**src/core/ppfs_pkg.sv**
```systemverilog
// Package of constants for the port pin function select block
package ppfs_pkg;
  // Register word indexes; some printed offsets are not word aligned,
  // so each is an index and the byte address is four times it
  localparam logic [7:0] IDX_SER_ONE   = 8'h10;
  localparam logic [7:0] IDX_SER_TWO   = 8'h14;
  localparam logic [7:0] IDX_TMR_ONE   = 8'h18;
  localparam logic [7:0] IDX_TOC_ONE   = 8'h19;
  localparam logic [7:0] IDX_TMR_TWO   = 8'h1c;
  localparam logic [7:0] IDX_TOC_TWO   = 8'h1d;
  localparam logic [7:0] IDX_TOC_THREE = 8'h21;
  localparam logic [7:0] IDX_ANALOG    = 8'h25;
  localparam logic [7:0] IDX_IRQ_PIN   = 8'h27;
  // Own registers: serial settings, direction, stop, status, clear, enable
  localparam logic [7:0] IDX_SER_CTRL  = 8'h30;
  localparam logic [7:0] IDX_DIR       = 8'h31;
  localparam logic [7:0] IDX_STOP      = 8'h32;
  localparam logic [7:0] IDX_STATUS    = 8'h33;
  localparam logic [7:0] IDX_CLEAR     = 8'h34;
  localparam logic [7:0] IDX_ENABLE    = 8'h35;
  localparam int         ADDR_W        = 10;
  localparam logic [3:0] REG_RST       = 4'h0;
  localparam logic [1:0] RESP_OKAY     = 2'h0;
  localparam logic [1:0] RESP_SLVERR   = 2'h2;
  // Serial pin select fields
  localparam int SEL_CLK  = 2;
  localparam int SEL_IN   = 1;
  localparam int SEL_OUT  = 0;
  // Timer output control fields
  localparam int TOC_IRQ  = 3;
  localparam int TOC_PWM  = 2;
  localparam logic [1:0] TOC_INHIBIT = 2'h0;
  // Serial channel setting: bit 0 clock output mode, bits 2:1 transfer mode
  localparam int SC_CLKOUT = 0;
  localparam logic [1:0] XFER_TX   = 2'h1;
  localparam logic [1:0] XFER_TXRX = 2'h3;
  // Direction register bit for the comparator reference pin
  localparam int DIR_VREF = 0;
endpackage

```
**src/core/ppfs_sync.sv**
```systemverilog
`timescale 1ns/1ns
// Two flop synchroniser for a bus of pin inputs
module ppfs_sync #(
  parameter int W = 1
) (
  input  wire logic         aclk,
  input  wire logic         aresetn,
  input  wire logic [W-1:0] din,
  output logic      [W-1:0] dout
);
  logic [W-1:0] meta_q;  // First stage, read only by second stage

  // Two stages; only dout is visible to logic
  always_ff @(posedge aclk) begin
    if (!aresetn) begin
      meta_q <= '0;
      dout   <= '0;
    end else begin
      meta_q <= din;
      dout   <= meta_q;
    end
  end
endmodule

```
**src/core/ppfs_serial_pins.sv**
```systemverilog
`timescale 1ns/1ns
// Direction decode for one serial channel's three pins
module ppfs_serial_pins
  import ppfs_pkg::*;
(
  input  wire logic       aclk,
  input  wire logic       aresetn,
  input  wire logic [3:0] pin_sel,
  input  wire logic [2:0] setting,
  input  wire logic       stop,
  output logic            tx_enable,
  output logic            clk_oe_n,
  output logic            clk_is_in,
  output logic            out_oe_n
);
  logic tx_d;  // Transmit enable from the transfer mode

  // Transmit or transmit-and-receive modes enable the transmitter
  assign tx_d = (setting[2:1] == XFER_TX) || (setting[2:1] == XFER_TXRX);

  // Registered pin directions; stop floats every driver
  always_ff @(posedge aclk) begin
    if (!aresetn) begin
      tx_enable <= 1'b0;
      clk_oe_n  <= 1'b1;
      clk_is_in <= 1'b0;
      out_oe_n  <= 1'b1;
    end else begin
      tx_enable <= tx_d;
      clk_oe_n  <= stop || !(pin_sel[SEL_CLK] && setting[SC_CLKOUT]);
      clk_is_in <= pin_sel[SEL_CLK] && !setting[SC_CLKOUT];
      out_oe_n  <= stop || !(pin_sel[SEL_OUT] && tx_d);
    end
  end
endmodule

```
**src/core/ppfs_top.sv**
```systemverilog
// The AXI4-Lite interface to the registers was left to the implementer.
`timescale 1ns/1ns
// Port pin function select: mode registers, pin routing and AXI4-Lite slave
module ppfs_top
  import ppfs_pkg::*;
(
  input  wire logic              aclk,
  input  wire logic              aresetn,
  input  wire logic [ADDR_W-1:0] s_axi_awaddr,
  input  wire logic              s_axi_awvalid,
  output logic                   s_axi_awready,
  input  wire logic [31:0]       s_axi_wdata,
  input  wire logic [3:0]        s_axi_wstrb,
  input  wire logic              s_axi_wvalid,
  output logic                   s_axi_wready,
  output logic [1:0]             s_axi_bresp,
  output logic                   s_axi_bvalid,
  input  wire logic              s_axi_bready,
  input  wire logic [ADDR_W-1:0] s_axi_araddr,
  input  wire logic              s_axi_arvalid,
  output logic                   s_axi_arready,
  output logic [31:0]            s_axi_rdata,
  output logic [1:0]             s_axi_rresp,
  output logic                   s_axi_rvalid,
  input  wire logic              s_axi_rready,
  input  wire logic [3:0]        ext_irq_pins,
  input  wire logic [3:0]        serial_clk_out,
  output logic [3:0]             irq_sel_q,
  output logic [3:0]             analog_q,
  output logic                   vref_route_q,
  output logic                   vref_dir_q,
  output logic [1:0]             serial_tx_enable,
  output logic [1:0]             serial_clock_oe_n,
  output logic [1:0]             serial_clock_is_input,
  output logic [1:0]             serial_out_oe_n,
  output logic [1:0]             serial_clock_level,
  output logic [2:0]             timer_out_oe_n,
  output logic [1:0]             timer_in_irq_sel_q,
  output logic                   pullup_en_q,
  output logic                   irq_q
);
  // Register storage
  logic [3:0] ser_sel_q [2];   // Serial pin select one and two
  logic [3:0] tmr_mode_q [2];  // Timer mode one and two
  logic [3:0] toc_q [3];       // Timer output control one to three
  logic [5:0] ser_ctrl_q;      // Serial settings, three bits per channel
  logic       dir_q;           // Direction of the reference capable pin
  logic       stop_q;          // Stop mode request
  logic [3:0] flag_q;          // Interrupt flags, sticky
  logic [3:0] irq_en_q;        // Interrupt enables
  logic [3:0] pins_s;          // Synchronised interrupt pins
  logic [3:0] pin_act;         // Pin level at its active polarity
  logic [3:0] flag_set;        // Flag set events this cycle
  logic [3:0] pin_act_q;       // Previous active level, for edges
  // Write channel state
  logic              aw_have_q;
  logic              w_have_q;
  logic [ADDR_W-1:0] aw_addr_q;
  logic [31:0]       w_data_q;
  logic              wr_fire;
  logic [7:0]        wr_idx;
  logic [3:0]        wd;
  logic              wr_hit;
  logic              rd_hit;
  logic [3:0]        rd_val;

  // Word index from a byte address
  function automatic logic [7:0] word_idx(input logic [ADDR_W-1:0] a);
    word_idx = a[ADDR_W-1:2];
  endfunction

  // Is this index a mapped register
  function automatic logic mapped(input logic [7:0] i);
    if (i == IDX_SER_ONE || i == IDX_SER_TWO || i == IDX_TMR_ONE) mapped = 1'b1;
    else if (i == IDX_TOC_ONE || i == IDX_TMR_TWO || i == IDX_TOC_TWO) mapped = 1'b1;
    else if (i == IDX_TOC_THREE || i == IDX_ANALOG || i == IDX_IRQ_PIN) mapped = 1'b1;
    else if (i == IDX_SER_CTRL || i == IDX_DIR || i == IDX_STOP) mapped = 1'b1;
    else if (i == IDX_STATUS || i == IDX_CLEAR || i == IDX_ENABLE) mapped = 1'b1;
    else mapped = 1'b0;
  endfunction

  // Interrupt pins cross from outside before any logic reads them
  ppfs_sync #(.W(4)) u_sync (
    .aclk    (aclk),
    .aresetn (aresetn),
    .din     (ext_irq_pins),
    .dout    (pins_s)
  );

  // Pins zero and one are active low, two and three active high
  assign pin_act = {pins_s[3], pins_s[2], ~pins_s[1], ~pins_s[0]};

  // Write commits once both address and data are held
  assign wr_fire = aw_have_q && w_have_q && !s_axi_bvalid;
  assign wr_idx  = word_idx(aw_addr_q);
  assign wd      = w_data_q[3:0];
  assign wr_hit  = mapped(wr_idx);

  // Address and data are taken independently, in either order
  always_ff @(posedge aclk) begin
    if (!aresetn) begin
      aw_have_q     <= 1'b0;
      w_have_q      <= 1'b0;
      aw_addr_q     <= '0;
      w_data_q      <= '0;
      s_axi_awready <= 1'b0;
      s_axi_wready  <= 1'b0;
    end else begin
      s_axi_awready <= !aw_have_q && !s_axi_awready;
      s_axi_wready  <= !w_have_q && !s_axi_wready;
      if (s_axi_awvalid && s_axi_awready) begin
        aw_have_q <= 1'b1;
        aw_addr_q <= s_axi_awaddr;
      end else if (wr_fire) begin
        aw_have_q <= 1'b0;
      end
      if (s_axi_wvalid && s_axi_wready) begin
        w_have_q <= 1'b1;
        w_data_q <= s_axi_wstrb[0] ? s_axi_wdata : 32'h0000_0000;
      end else if (wr_fire) begin
        w_have_q <= 1'b0;
      end
    end
  end

  // Write response, error for unmapped addresses
  always_ff @(posedge aclk) begin
    if (!aresetn) begin
      s_axi_bvalid <= 1'b0;
      s_axi_bresp  <= RESP_OKAY;
    end else if (wr_fire) begin
      s_axi_bvalid <= 1'b1;
      s_axi_bresp  <= wr_hit ? RESP_OKAY : RESP_SLVERR;
    end else if (s_axi_bready) begin
      s_axi_bvalid <= 1'b0;
    end
  end

  // Mode registers; the low nibble of the data carries the value, six bits for the serial settings
  always_ff @(posedge aclk) begin
    if (!aresetn) begin
      irq_sel_q  <= REG_RST;
      analog_q   <= REG_RST;
      ser_sel_q  <= '{default: REG_RST};
      tmr_mode_q <= '{default: REG_RST};
      toc_q      <= '{default: REG_RST};
      ser_ctrl_q <= '0;
      stop_q     <= 1'b0;
    end else if (wr_fire) begin
      if (wr_idx == IDX_IRQ_PIN) irq_sel_q <= wd;
      else if (wr_idx == IDX_ANALOG) analog_q <= wd;
      else if (wr_idx == IDX_SER_ONE) ser_sel_q[0] <= wd;
      else if (wr_idx == IDX_SER_TWO) ser_sel_q[1] <= wd;
      else if (wr_idx == IDX_TMR_ONE) tmr_mode_q[0] <= wd;
      else if (wr_idx == IDX_TMR_TWO) tmr_mode_q[1] <= wd;
      else if (wr_idx == IDX_TOC_ONE) toc_q[0] <= wd;
      else if (wr_idx == IDX_TOC_TWO) toc_q[1] <= wd;
      else if (wr_idx == IDX_TOC_THREE) toc_q[2] <= wd;
      else if (wr_idx == IDX_SER_CTRL) ser_ctrl_q <= w_data_q[5:0];
      else if (wr_idx == IDX_STOP) stop_q <= w_data_q[0];
    end
  end

  // Direction bit; analog mode forces it clear, which beats a write
  always_ff @(posedge aclk) begin
    if (!aresetn) begin
      dir_q <= 1'b0;
    end else if (analog_q != REG_RST) begin
      dir_q <= 1'b0;
    end else if (wr_fire && wr_idx == IDX_DIR) begin
      dir_q <= w_data_q[DIR_VREF];
    end
  end

  // Flag set: a newly enabled pin already at its active level sets at
  // once; an enabled pin sets on a fresh active transition afterwards
  always_comb begin
    for (int i = 0; i < 4; i++) begin
      flag_set[i] = irq_sel_q[i] && pin_act[i] && !pin_act_q[i];
      if (wr_fire && wr_idx == IDX_IRQ_PIN && wd[i] && !irq_sel_q[i] && pin_act[i]) begin
        flag_set[i] = 1'b1;
      end
    end
  end

  // Sticky flags; a set in the clear cycle wins
  always_ff @(posedge aclk) begin
    if (!aresetn) begin
      flag_q    <= REG_RST;
      pin_act_q <= REG_RST;
      irq_en_q  <= REG_RST;
    end else begin
      pin_act_q <= pin_act;
      if (wr_fire && wr_idx == IDX_CLEAR) flag_q <= (flag_q & ~wd) | flag_set;
      else flag_q <= flag_q | flag_set;
      if (wr_fire && wr_idx == IDX_ENABLE) irq_en_q <= wd;
    end
  end

  // Interrupt level output
  always_ff @(posedge aclk) begin
    if (!aresetn) irq_q <= 1'b0;
    else irq_q <= |(flag_q & irq_en_q);
  end

  // Read data decode; write-only registers read as zero
  always_comb begin
    rd_val = 4'h0;
    if (word_idx(s_axi_araddr) == IDX_SER_ONE) rd_val = ser_sel_q[0];
    else if (word_idx(s_axi_araddr) == IDX_SER_TWO) rd_val = ser_sel_q[1];
    else if (word_idx(s_axi_araddr) == IDX_TOC_ONE) rd_val = toc_q[0];
    else if (word_idx(s_axi_araddr) == IDX_TOC_TWO) rd_val = toc_q[1];
    else if (word_idx(s_axi_araddr) == IDX_TOC_THREE) rd_val = toc_q[2];
    else if (word_idx(s_axi_araddr) == IDX_STATUS) rd_val = flag_q;
    else if (word_idx(s_axi_araddr) == IDX_ENABLE) rd_val = irq_en_q;
    else if (word_idx(s_axi_araddr) == IDX_DIR) rd_val = {3'h0, dir_q};
    else if (word_idx(s_axi_araddr) == IDX_STOP) rd_val = {3'h0, stop_q};
  end
  assign rd_hit = mapped(word_idx(s_axi_araddr));

  // Read channel: arready held high when idle, data one cycle later
  always_ff @(posedge aclk) begin
    if (!aresetn) begin
      s_axi_arready <= 1'b0;
      s_axi_rvalid  <= 1'b0;
      s_axi_rdata   <= '0;
      s_axi_rresp   <= RESP_OKAY;
    end else if (s_axi_arvalid && s_axi_arready) begin
      s_axi_arready <= 1'b0;
      s_axi_rvalid  <= 1'b1;
      s_axi_rdata   <= {28'h0000000, rd_val};
      s_axi_rresp   <= rd_hit ? RESP_OKAY : RESP_SLVERR;
    end else if (s_axi_rvalid && s_axi_rready) begin
      s_axi_rvalid <= 1'b0;
    end else if (!s_axi_rvalid) begin
      s_axi_arready <= 1'b1;
    end
  end

  // Serial channels, one decoder each
  for (genvar c = 0; c < 2; c++) begin : g_ser
    ppfs_serial_pins u_ser (
      .aclk      (aclk),
      .aresetn   (aresetn),
      .pin_sel   (ser_sel_q[c]),
      .setting   (ser_ctrl_q[3*c +: 3]),
      .stop      (stop_q),
      .tx_enable (serial_tx_enable[c]),
      .clk_oe_n  (serial_clock_oe_n[c]),
      .clk_is_in (serial_clock_is_input[c]),
      .out_oe_n  (serial_out_oe_n[c])
    );
  end

  // Clock pin level follows the internal transfer clock one edge late;
  // it only reaches the pin while the clock pin drives, so direction never toggles
  always_ff @(posedge aclk) begin
    if (!aresetn) serial_clock_level <= 2'h0;
    else serial_clock_level <= serial_clk_out[1:0];
  end

  // Any non-inhibit mode drives the pin outside stop; the PWM bit alone does not, so code 4 floats
  for (genvar t = 0; t < 3; t++) begin : g_tmr
    always_ff @(posedge aclk) begin
      if (!aresetn) timer_out_oe_n[t] <= 1'b1;
      else timer_out_oe_n[t] <= stop_q || (toc_q[t][1:0] == TOC_INHIBIT);
    end
  end

  // Timer input pins switch to interrupt use on control bit three
  always_ff @(posedge aclk) begin
    if (!aresetn) timer_in_irq_sel_q <= 2'h0;
    else timer_in_irq_sel_q <= {toc_q[1][TOC_IRQ], toc_q[0][TOC_IRQ]};
  end

  // Reference routing and direction; stop floats and drops pull-ups
  always_ff @(posedge aclk) begin
    if (!aresetn) begin
      vref_route_q <= 1'b0;
      vref_dir_q   <= 1'b0;
      pullup_en_q  <= 1'b1;
    end else begin
      vref_route_q <= analog_q != REG_RST;
      vref_dir_q   <= dir_q && !stop_q;
      pullup_en_q  <= !stop_q;
    end
  end

  // A flag must be set the cycle after enabling an active pin
  AST_ENABLE_SETS: assert property (@(posedge aclk) disable iff (!aresetn)
    (wr_fire && wr_idx == IDX_IRQ_PIN && wd[0] && !irq_sel_q[0] && pin_act[0])
    |=> flag_q[0])
    else $error("enable of active low pin did not set flag");
  AST_HIGH_SETS: assert property (@(posedge aclk) disable iff (!aresetn)
    (wr_fire && wr_idx == IDX_IRQ_PIN && wd[2] && !irq_sel_q[2] && pin_act[2])
    |=> flag_q[2])
    else $error("enable of active high pin did not set flag");
  AST_STOP_FLOAT: assert property (@(posedge aclk) disable iff (!aresetn)
    stop_q |=> (&timer_out_oe_n) && (&serial_out_oe_n) && !pullup_en_q)
    else $error("pins not floated in stop mode");
  AST_VREF_DIR: assert property (@(posedge aclk) disable iff (!aresetn)
    (analog_q != REG_RST) |=> !dir_q)
    else $error("reference pin direction not cleared");
  AST_TIMER_OUT: assert property (@(posedge aclk) disable iff (!aresetn)
    (!stop_q && toc_q[0][1:0] != TOC_INHIBIT) |=> !timer_out_oe_n[0])
    else $error("timer pin not driven");
  AST_IRQ_LEVEL: assert property (@(posedge aclk) disable iff (!aresetn)
    $rose(|(flag_q & irq_en_q)) |=> irq_q)
    else $error("interrupt output late");
  AST_TI_SEL: assert property (@(posedge aclk) disable iff (!aresetn)
    toc_q[1][TOC_IRQ] |=> timer_in_irq_sel_q[1])
    else $error("timer input interrupt select wrong");
  AST_WR_RESP: assert property (@(posedge aclk) disable iff (!aresetn)
    wr_fire |=> s_axi_bvalid)
    else $error("write response missing");
  // Serial pin directions follow the channel settings one edge later
  AST_CLK_DRIVE: assert property (@(posedge aclk) disable iff (!aresetn)
    (!stop_q && ser_sel_q[0][SEL_CLK] && ser_ctrl_q[SC_CLKOUT]) |=> !serial_clock_oe_n[0])
    else $error("clock pin not driven in clock output mode");
  AST_TX_OUT: assert property (@(posedge aclk) disable iff (!aresetn)
    (!stop_q && ser_sel_q[1][SEL_OUT] && ser_ctrl_q[5:4] == XFER_TXRX)
    |=> (!serial_out_oe_n[1] && serial_tx_enable[1]))
    else $error("serial out pin not driven in transmit mode");
  AST_PULLUP_RUN: assert property (@(posedge aclk) disable iff (!aresetn)
    !stop_q |=> pullup_en_q)
    else $error("pull-ups off outside stop mode");
endmodule

```
**config.mk**
```make
export PLATFORM = sky130hd
export DESIGN_NAME = ppfs_top
export DESIGN_NICKNAME = d
export VERILOG_FILES = /design/src/core/ppfs_pkg.sv /design/src/core/ppfs_sync.sv /design/src/core/ppfs_serial_pins.sv /design/src/core/ppfs_top.sv
export SDC_FILE = /design/constraint.sdc
export NUM_CORES = 1
export LEC_CHECK = 0
export BUFFER_PORTS_ARGS = -buffer_cell sky130_fd_sc_hd__buf_2
export CORE_AREA = 2 2 115 117
export CTS_CLUSTER_DIAMETER = 150
export CTS_CLUSTER_SIZE = 14
export DETAILED_ROUTE_END_ITERATION = 10
export DIE_AREA = 0 0 117 119
export MAX_ROUTING_LAYER = met4
export PLACE_DENSITY = 0.6
export SYNTH_ARGS = -nofsm -noshare
export SYNTH_HDL_FRONTEND = slang
export SYNTH_SLANG_ARGS = --single-unit
```
**constraint.sdc**
```tcl
create_clock -name aclk -period 2 [get_ports aclk]
set_input_delay 0.3 -clock aclk [delete_from_list [all_inputs] [get_ports aclk]]
set_output_delay 0.3 -clock aclk [all_outputs]
set_load 0.02 [all_outputs]
```
# After elaboration in Yosys (flattened, before gate mapping)
# Index checks and enable logic that the tools add are counted.
# op_classes
n_div	0
bitwise	20
mux	34
multipliers	0
n_reduce_logical	109
magnitude_cmp	0
n_eq_ne	34
shift	0
addsub	0
# op_table
cell	count
8-bit by 6-bit equality test with 1-bit output, second input constant	18
8-bit by 5-bit equality test with 1-bit output, second input constant	12
1-bit logical AND	39
4-bit 2-to-1 mux	8
1-bit logical OR	29
1-bit 2-to-1 mux	23
1-bit logical NOT	20
1-bit NOT	15
12-bit AND reduction	1
11-bit AND reduction	1
10-bit AND reduction	1
9-bit AND reduction	1
4-bit bitwise AND	2
4-bit bitwise OR	2
8-bit AND reduction	1
2-bit nonzero test	4
2-bit logical NOT	3
6-bit 2-to-1 mux	1
5-bit AND reduction	1
2-bit by 1-bit equality test with 1-bit output, second input constant	2
2-bit equality test, second input constant	2
2-bit 2-to-1 mux	2
4-bit NOT	1
2-bit AND reduction	2
other kinds (5)	6
# totals
n_memories	0
output_inout_bits	68
latchBits	0
ramBits	0
word_cells	241
mem_bits_ro	0
regBits	106
input_bits	71

# Logic depth before layout (Yosys ltp)
# depth
word_depth	10
depth_mapped	6
depth_no_buf	4

# By module
# From an unflattened synthesis, not the netlist that was laid out.
# unflattened
hier_cells	461
area_unflattened_um2	4400.5
# by_module_without_submodules
mod	area_each_um2	instances	cells_each	seq_area_each_um2
ppfs_top	3962.6	1	429	1721.7
ppfs_serial_pins	113.9	2	8	80.1
ppfs_sync	210.2	1	16	160.2

# Worst setup path after synthesis
# Ideal clock, no wire load.
# synth_timing
path_type	reg2reg
startpoint	reg aw_addr_q[9]
endpoint	reg analog_q[0]
setup_time_ns	0.116
setup_slack_ns	0.172
required_time_ns	1.884
period_less_slack_ns	1.828
path_stages_with_launch	6
t_arrival_ns	1.712
path_buffers	1
cell_sequence	dfxtp_1 or4b_4 or4_4 buf_6 mux2i_1 nor2b_1
# synth_between
elab_chain_cells	3
word_cells_on_any_way	4
cone_classes	eq/ne: 2; bitwise: 1; reduce/logical: 1
# synth_rtl
item	line_no	rtl
start, declared	ppfs_top.sv:58	logic [ADDR_W-1:0] aw_addr_q;
start signal, assigned	ppfs_top.sv:113	aw_addr_q <= s_axi_awaddr;
8-bit by 6-bit equality test with 1-bit output	ppfs_top.sv:150	if (wr_idx == IDX_IRQ_PIN) irq_sel_q <= wd;
1-bit NOT (no source line)	--	
3-bit AND reduction (no source line) (*)	--	
end signal, assigned	ppfs_top.sv:151	else if (wr_idx == IDX_ANALOG) analog_q <= wd;
end, declared	ppfs_top.sv:29	output logic [3:0] analog_q,
# Mark *: on every way between the ends. The rest lies on a longest branch, timed or not.
# A chain may end at the register's enable or synchronous reset.

# Worst setup path after layout
# layout_timing
startpoint	reg aw_addr_q[9]
endpoint	reg toc_q[6] (netlist name)
# layout_between
elab_chain_cells	3
word_cells_on_any_way	16
cone_classes	eq/ne: 8; bitwise: 7; reduce/logical: 1
# layout_rtl
item	line_no	rtl
8-bit by 5-bit equality test with 1-bit output, or another cell as far along	ppfs_top.sv:156	else if (wr_idx == IDX_TOC_ONE) toc_q[0] <= wd;
1-bit NOT (no source line)	--	
9-bit AND reduction (no source line) (*)	--	
end, declared	ppfs_top.sv:45	logic [3:0] toc_q [3];
# Marked as above.

==> impl_metrics.yaml <==
clocking:
  clkLatencyLatePin_ns: 0.35
  cts_buffers: 9
  cts_tree: "done"
  clk_pin_slew_ns: 0.07
  cts_hold_buf: 0
  clockRootBuffer: "clkbuf_16"
  htreeDepth: 3
  cts_buffer_depth: 2
  clkSinkCount: 99
timing:
  finalWorstSetupSlack_ns: 0.1490
  final.min_clock_period_ns: 1.851
  fmax_mhz: 540.2
  final_hold_viol_count: 0
  period_share_pct: 92.55
  finClkSkew_ns: 0.007925
  slew_headroom_pct: 55.20
  drv_slew: 0
  setup_viol: 0
  worst_slew_pin_slew_ns: 0.6706
  rsz0062_at_grt: "false"
  tns_ns: 0
synth:
  async_flop_share_pct: 0
  yosysTopAreaCellShare_pct: 42.79
  synth_enable_flop_cells: 0
  synth.distinct_cells: 57
  synth_largest_area_cell: "dfxtp_1"
  ys_ff_latch: 99
  synthTopCellsByArea: "dfxtp_1, mux2i_1, buf_4"
  syn_inst: 485
  ys_warn_count: 0
  synthFlopType: "dfxtp_1"
  yosysSeqAreaShare_pct: 42.79
  syn_avg_cell_area_sq_um: 9.550
  syn-cell-area_sq_um: 4632
global_route:
  grt_use_total_pct: 15.09
  grt_start_max_net_pins: 68
  antenna_found_initial: 0
  grt_pass1_wl_microns: 15780
  grt_pass1_vias: 3111
  gr-total-overflow: 0
die:
  die_area_sq_um: 13920
  row_count: 42
  die_x_microns: 117
  core_sq_um: 12870
  io_pins: 139
  die_h_microns: 119
  initial_core_util_pct: 35.98
setup_path:
  reg2reg_depth: 4
  timing.rr.end: "toc_q[6]"
  reg2reg_from: "aw_addr_q[9]"
  ff2ff_setup_slack_ns: 0.15
  required_ns: 2.24
  crit_fanout: 5
  critPathKind: "flop to flop"
  cp-start-kind: "flop"
  arrival_ns: 2.09
  cp-end-kind: "flop"
hold_path:
  whs_endpoint: "serial_clock_level[0]"
  min_from: "serial_clk_out[0]"
  worstHoldPathCells: 2
  hp-class: "primary input to flop"
detailed_routing:
  avgViaCountPerCell: 4.720
  drc: 0
  routed_wl_microns: 10080
  avgRoutedWirePerCell_microns: 13.88
  ant_nets: 0
  vias: 3427
  drt_iter0_drc: 219
  dr.pass1.iters: 4
power:
  p_leak_uw: 0.002143
  irDropWorstVdd_v: 0.0004228
  p_per_area_nw_per_um2: 775.9
  power_uw: 4097
cells_and_area:
  nFillCells: 1318
  n_antenna_cell: 0
  fin_area_sq_um: 5280
  regArea_sq_um: 1982
  area_growth_pct: 13.99
  stdcell_count: 726
  multi_input_area_sq_um: 2246
  fin_nets: 616
  drive_above_1_share_pct: 22.00
placement:
  dp_cells: 710
  dpl_worst_slack_ns: 0.07385
  place_area_sq_um: 4985
  dp_hpwl_microns: 7129
  io_buffers: 72
  routabilityCongestion: 0.8558
status:
  status: "complete, no violations"
job:
  maxCapViolCount: 0
how the worst max path moves through the flow:
| stage | slack, ns | from | endpoint |
|---|---|---|---|
| 5_1_grt | 0.06 | aw_addr_q[7] | analog_q[3] |
| 6_report | 0.15 | aw_addr_q[9] | toc_q[6] |
| 2_1_floorplan | 0.17 | aw_addr_q[9] | analog_q[0] |
| 3_5_place_dp | 0.07 | aw_addr_q[9] | toc_q[6] |
| 4_1_cts | 0.05 | aw_addr_q[9] | toc_q[6] |
| 3_3_place_gp | 0.10 | aw_addr_q[9] | toc_q[6] |
kinds of logic after synthesis:
kind of cell / synth area share (%)
simple gates: 25.66
flops: 42.79
buf+inv: 11.16
compound gates: 10.70
mux: 9.616
other cells: 0.08096
flip-flops by register name, summed over array words and instances, names as in the netlist, 3 cells and up:
| name | count |
|---|---|
| irq_sel_q | 4 |
| u_sync.dout | 4 |
| w_data_q | 5 |
| flag_q | 4 |
| irq_en_q | 4 |
| analog_q | 4 |
| u_sync.meta_q | 4 |
| pin_act_q | 4 |
| toc_q | 12 |
| ser_sel_q | 8 |
| s_axi_rdata | 4 |
| aw_addr_q | 8 |
| ser_ctrl_q | 4 |
| timer_out_oe_n | 3 |
per-layer routing:
metal / up-vias / wire length [microns] / global-route usage (%)
li1: 1733 / - / -
met1: 1573 / 4789 / 18.72
met2: 105 / 4579 / 22.90
met3: 16 / 516 / 4.020
met4: 0 / 193 / 6.765
met5: - / 0 / -
cells in the final DEF (no fill, tap or decap), types with 3 or more instances in the layout:
cell type	netlist	routed
a22oi_1	6	6
nand3_1	21	21
nand2_1	30	30
and2_1	18	18
o41ai_1	4	4
o211ai_1	8	8
mux2i_1	40	40
o21ai_0	14	14
conb_1	1	30
nor2_1	14	14
nor2b_1	44	44
a21boi_0	17	17
clkbuf_16	0	9
and3b_1	8	8
nand4_1	7	7
inv_1	20	20
o21a_1	3	3
a31oi_1	4	4
buf_4	38	14
dfxtp_1	99	99
clkinv_2	0	3
a221oi_1	3	3
buf_2	2	72
nor3b_1	4	4
mux2_2	4	4
nand2b_1	11	11
nor4_4	4	4
layout make-up:
cell class | instances | share of cell area [%]
clock buffer | 10 | 4.337
clock inverter | 6 | 1.185
inverter | 20 | 1.422
multi-input combinational | 329 | 42.54
sequential | 99 | 37.54
tap | 176 | 4.171
timing repair buffer | 86 | 8.815
critical path, stage by stage (launching register included):
cell	delay, ns
dfxtp_1	0.35
or4b_4	0.59
or4_4	0.56
mux2i_1	0.19
nor2b_1	0.06
repair_timing:
item / CTS / global route
resized for setup: 0 / 1
endpoints found under the hold margin: 0 / 0
setup buffers: 0 / 0
setup endpoints to repair: 0 / 2
synthesized netlist by cell type (6+ instances only):
library cell / n
dfxtp_1: 99
nor2b_1: 44
mux2i_1: 40
buf_4: 38
nand2_1: 30
nand3_1: 21
inv_1: 20
and2_1: 18
clkbuf_1: 18
a21boi_0: 17
nor2_1: 14
o21ai_0: 14
nand2b_1: 11
and3b_1: 8
o211ai_1: 8
nand4_1: 7
a22oi_1: 6
report_power, final:
| part | switching (uW) | leakage [uW] | total, uW | internal [uW] |
|---|---|---|---|---|
| logic | 199 | 0.00119 | 310 | 111 |
| registers | 34.4 | 0.000803 | 2040 | 2010 |
| clock network | 773 | 0.000147 | 1750 | 974 |
through the flow:
step                hold slack [ns]  utilization [%]
global placement             0.3971            38.72
detailed placement           0.3990            38.72
finish                       0.1567            41.01
CTS                          0.1447            40.98
floorplan                    0.3756                -
global route                 0.1544            41.01
No activity file was read; power rests on OpenSTA's default activity.
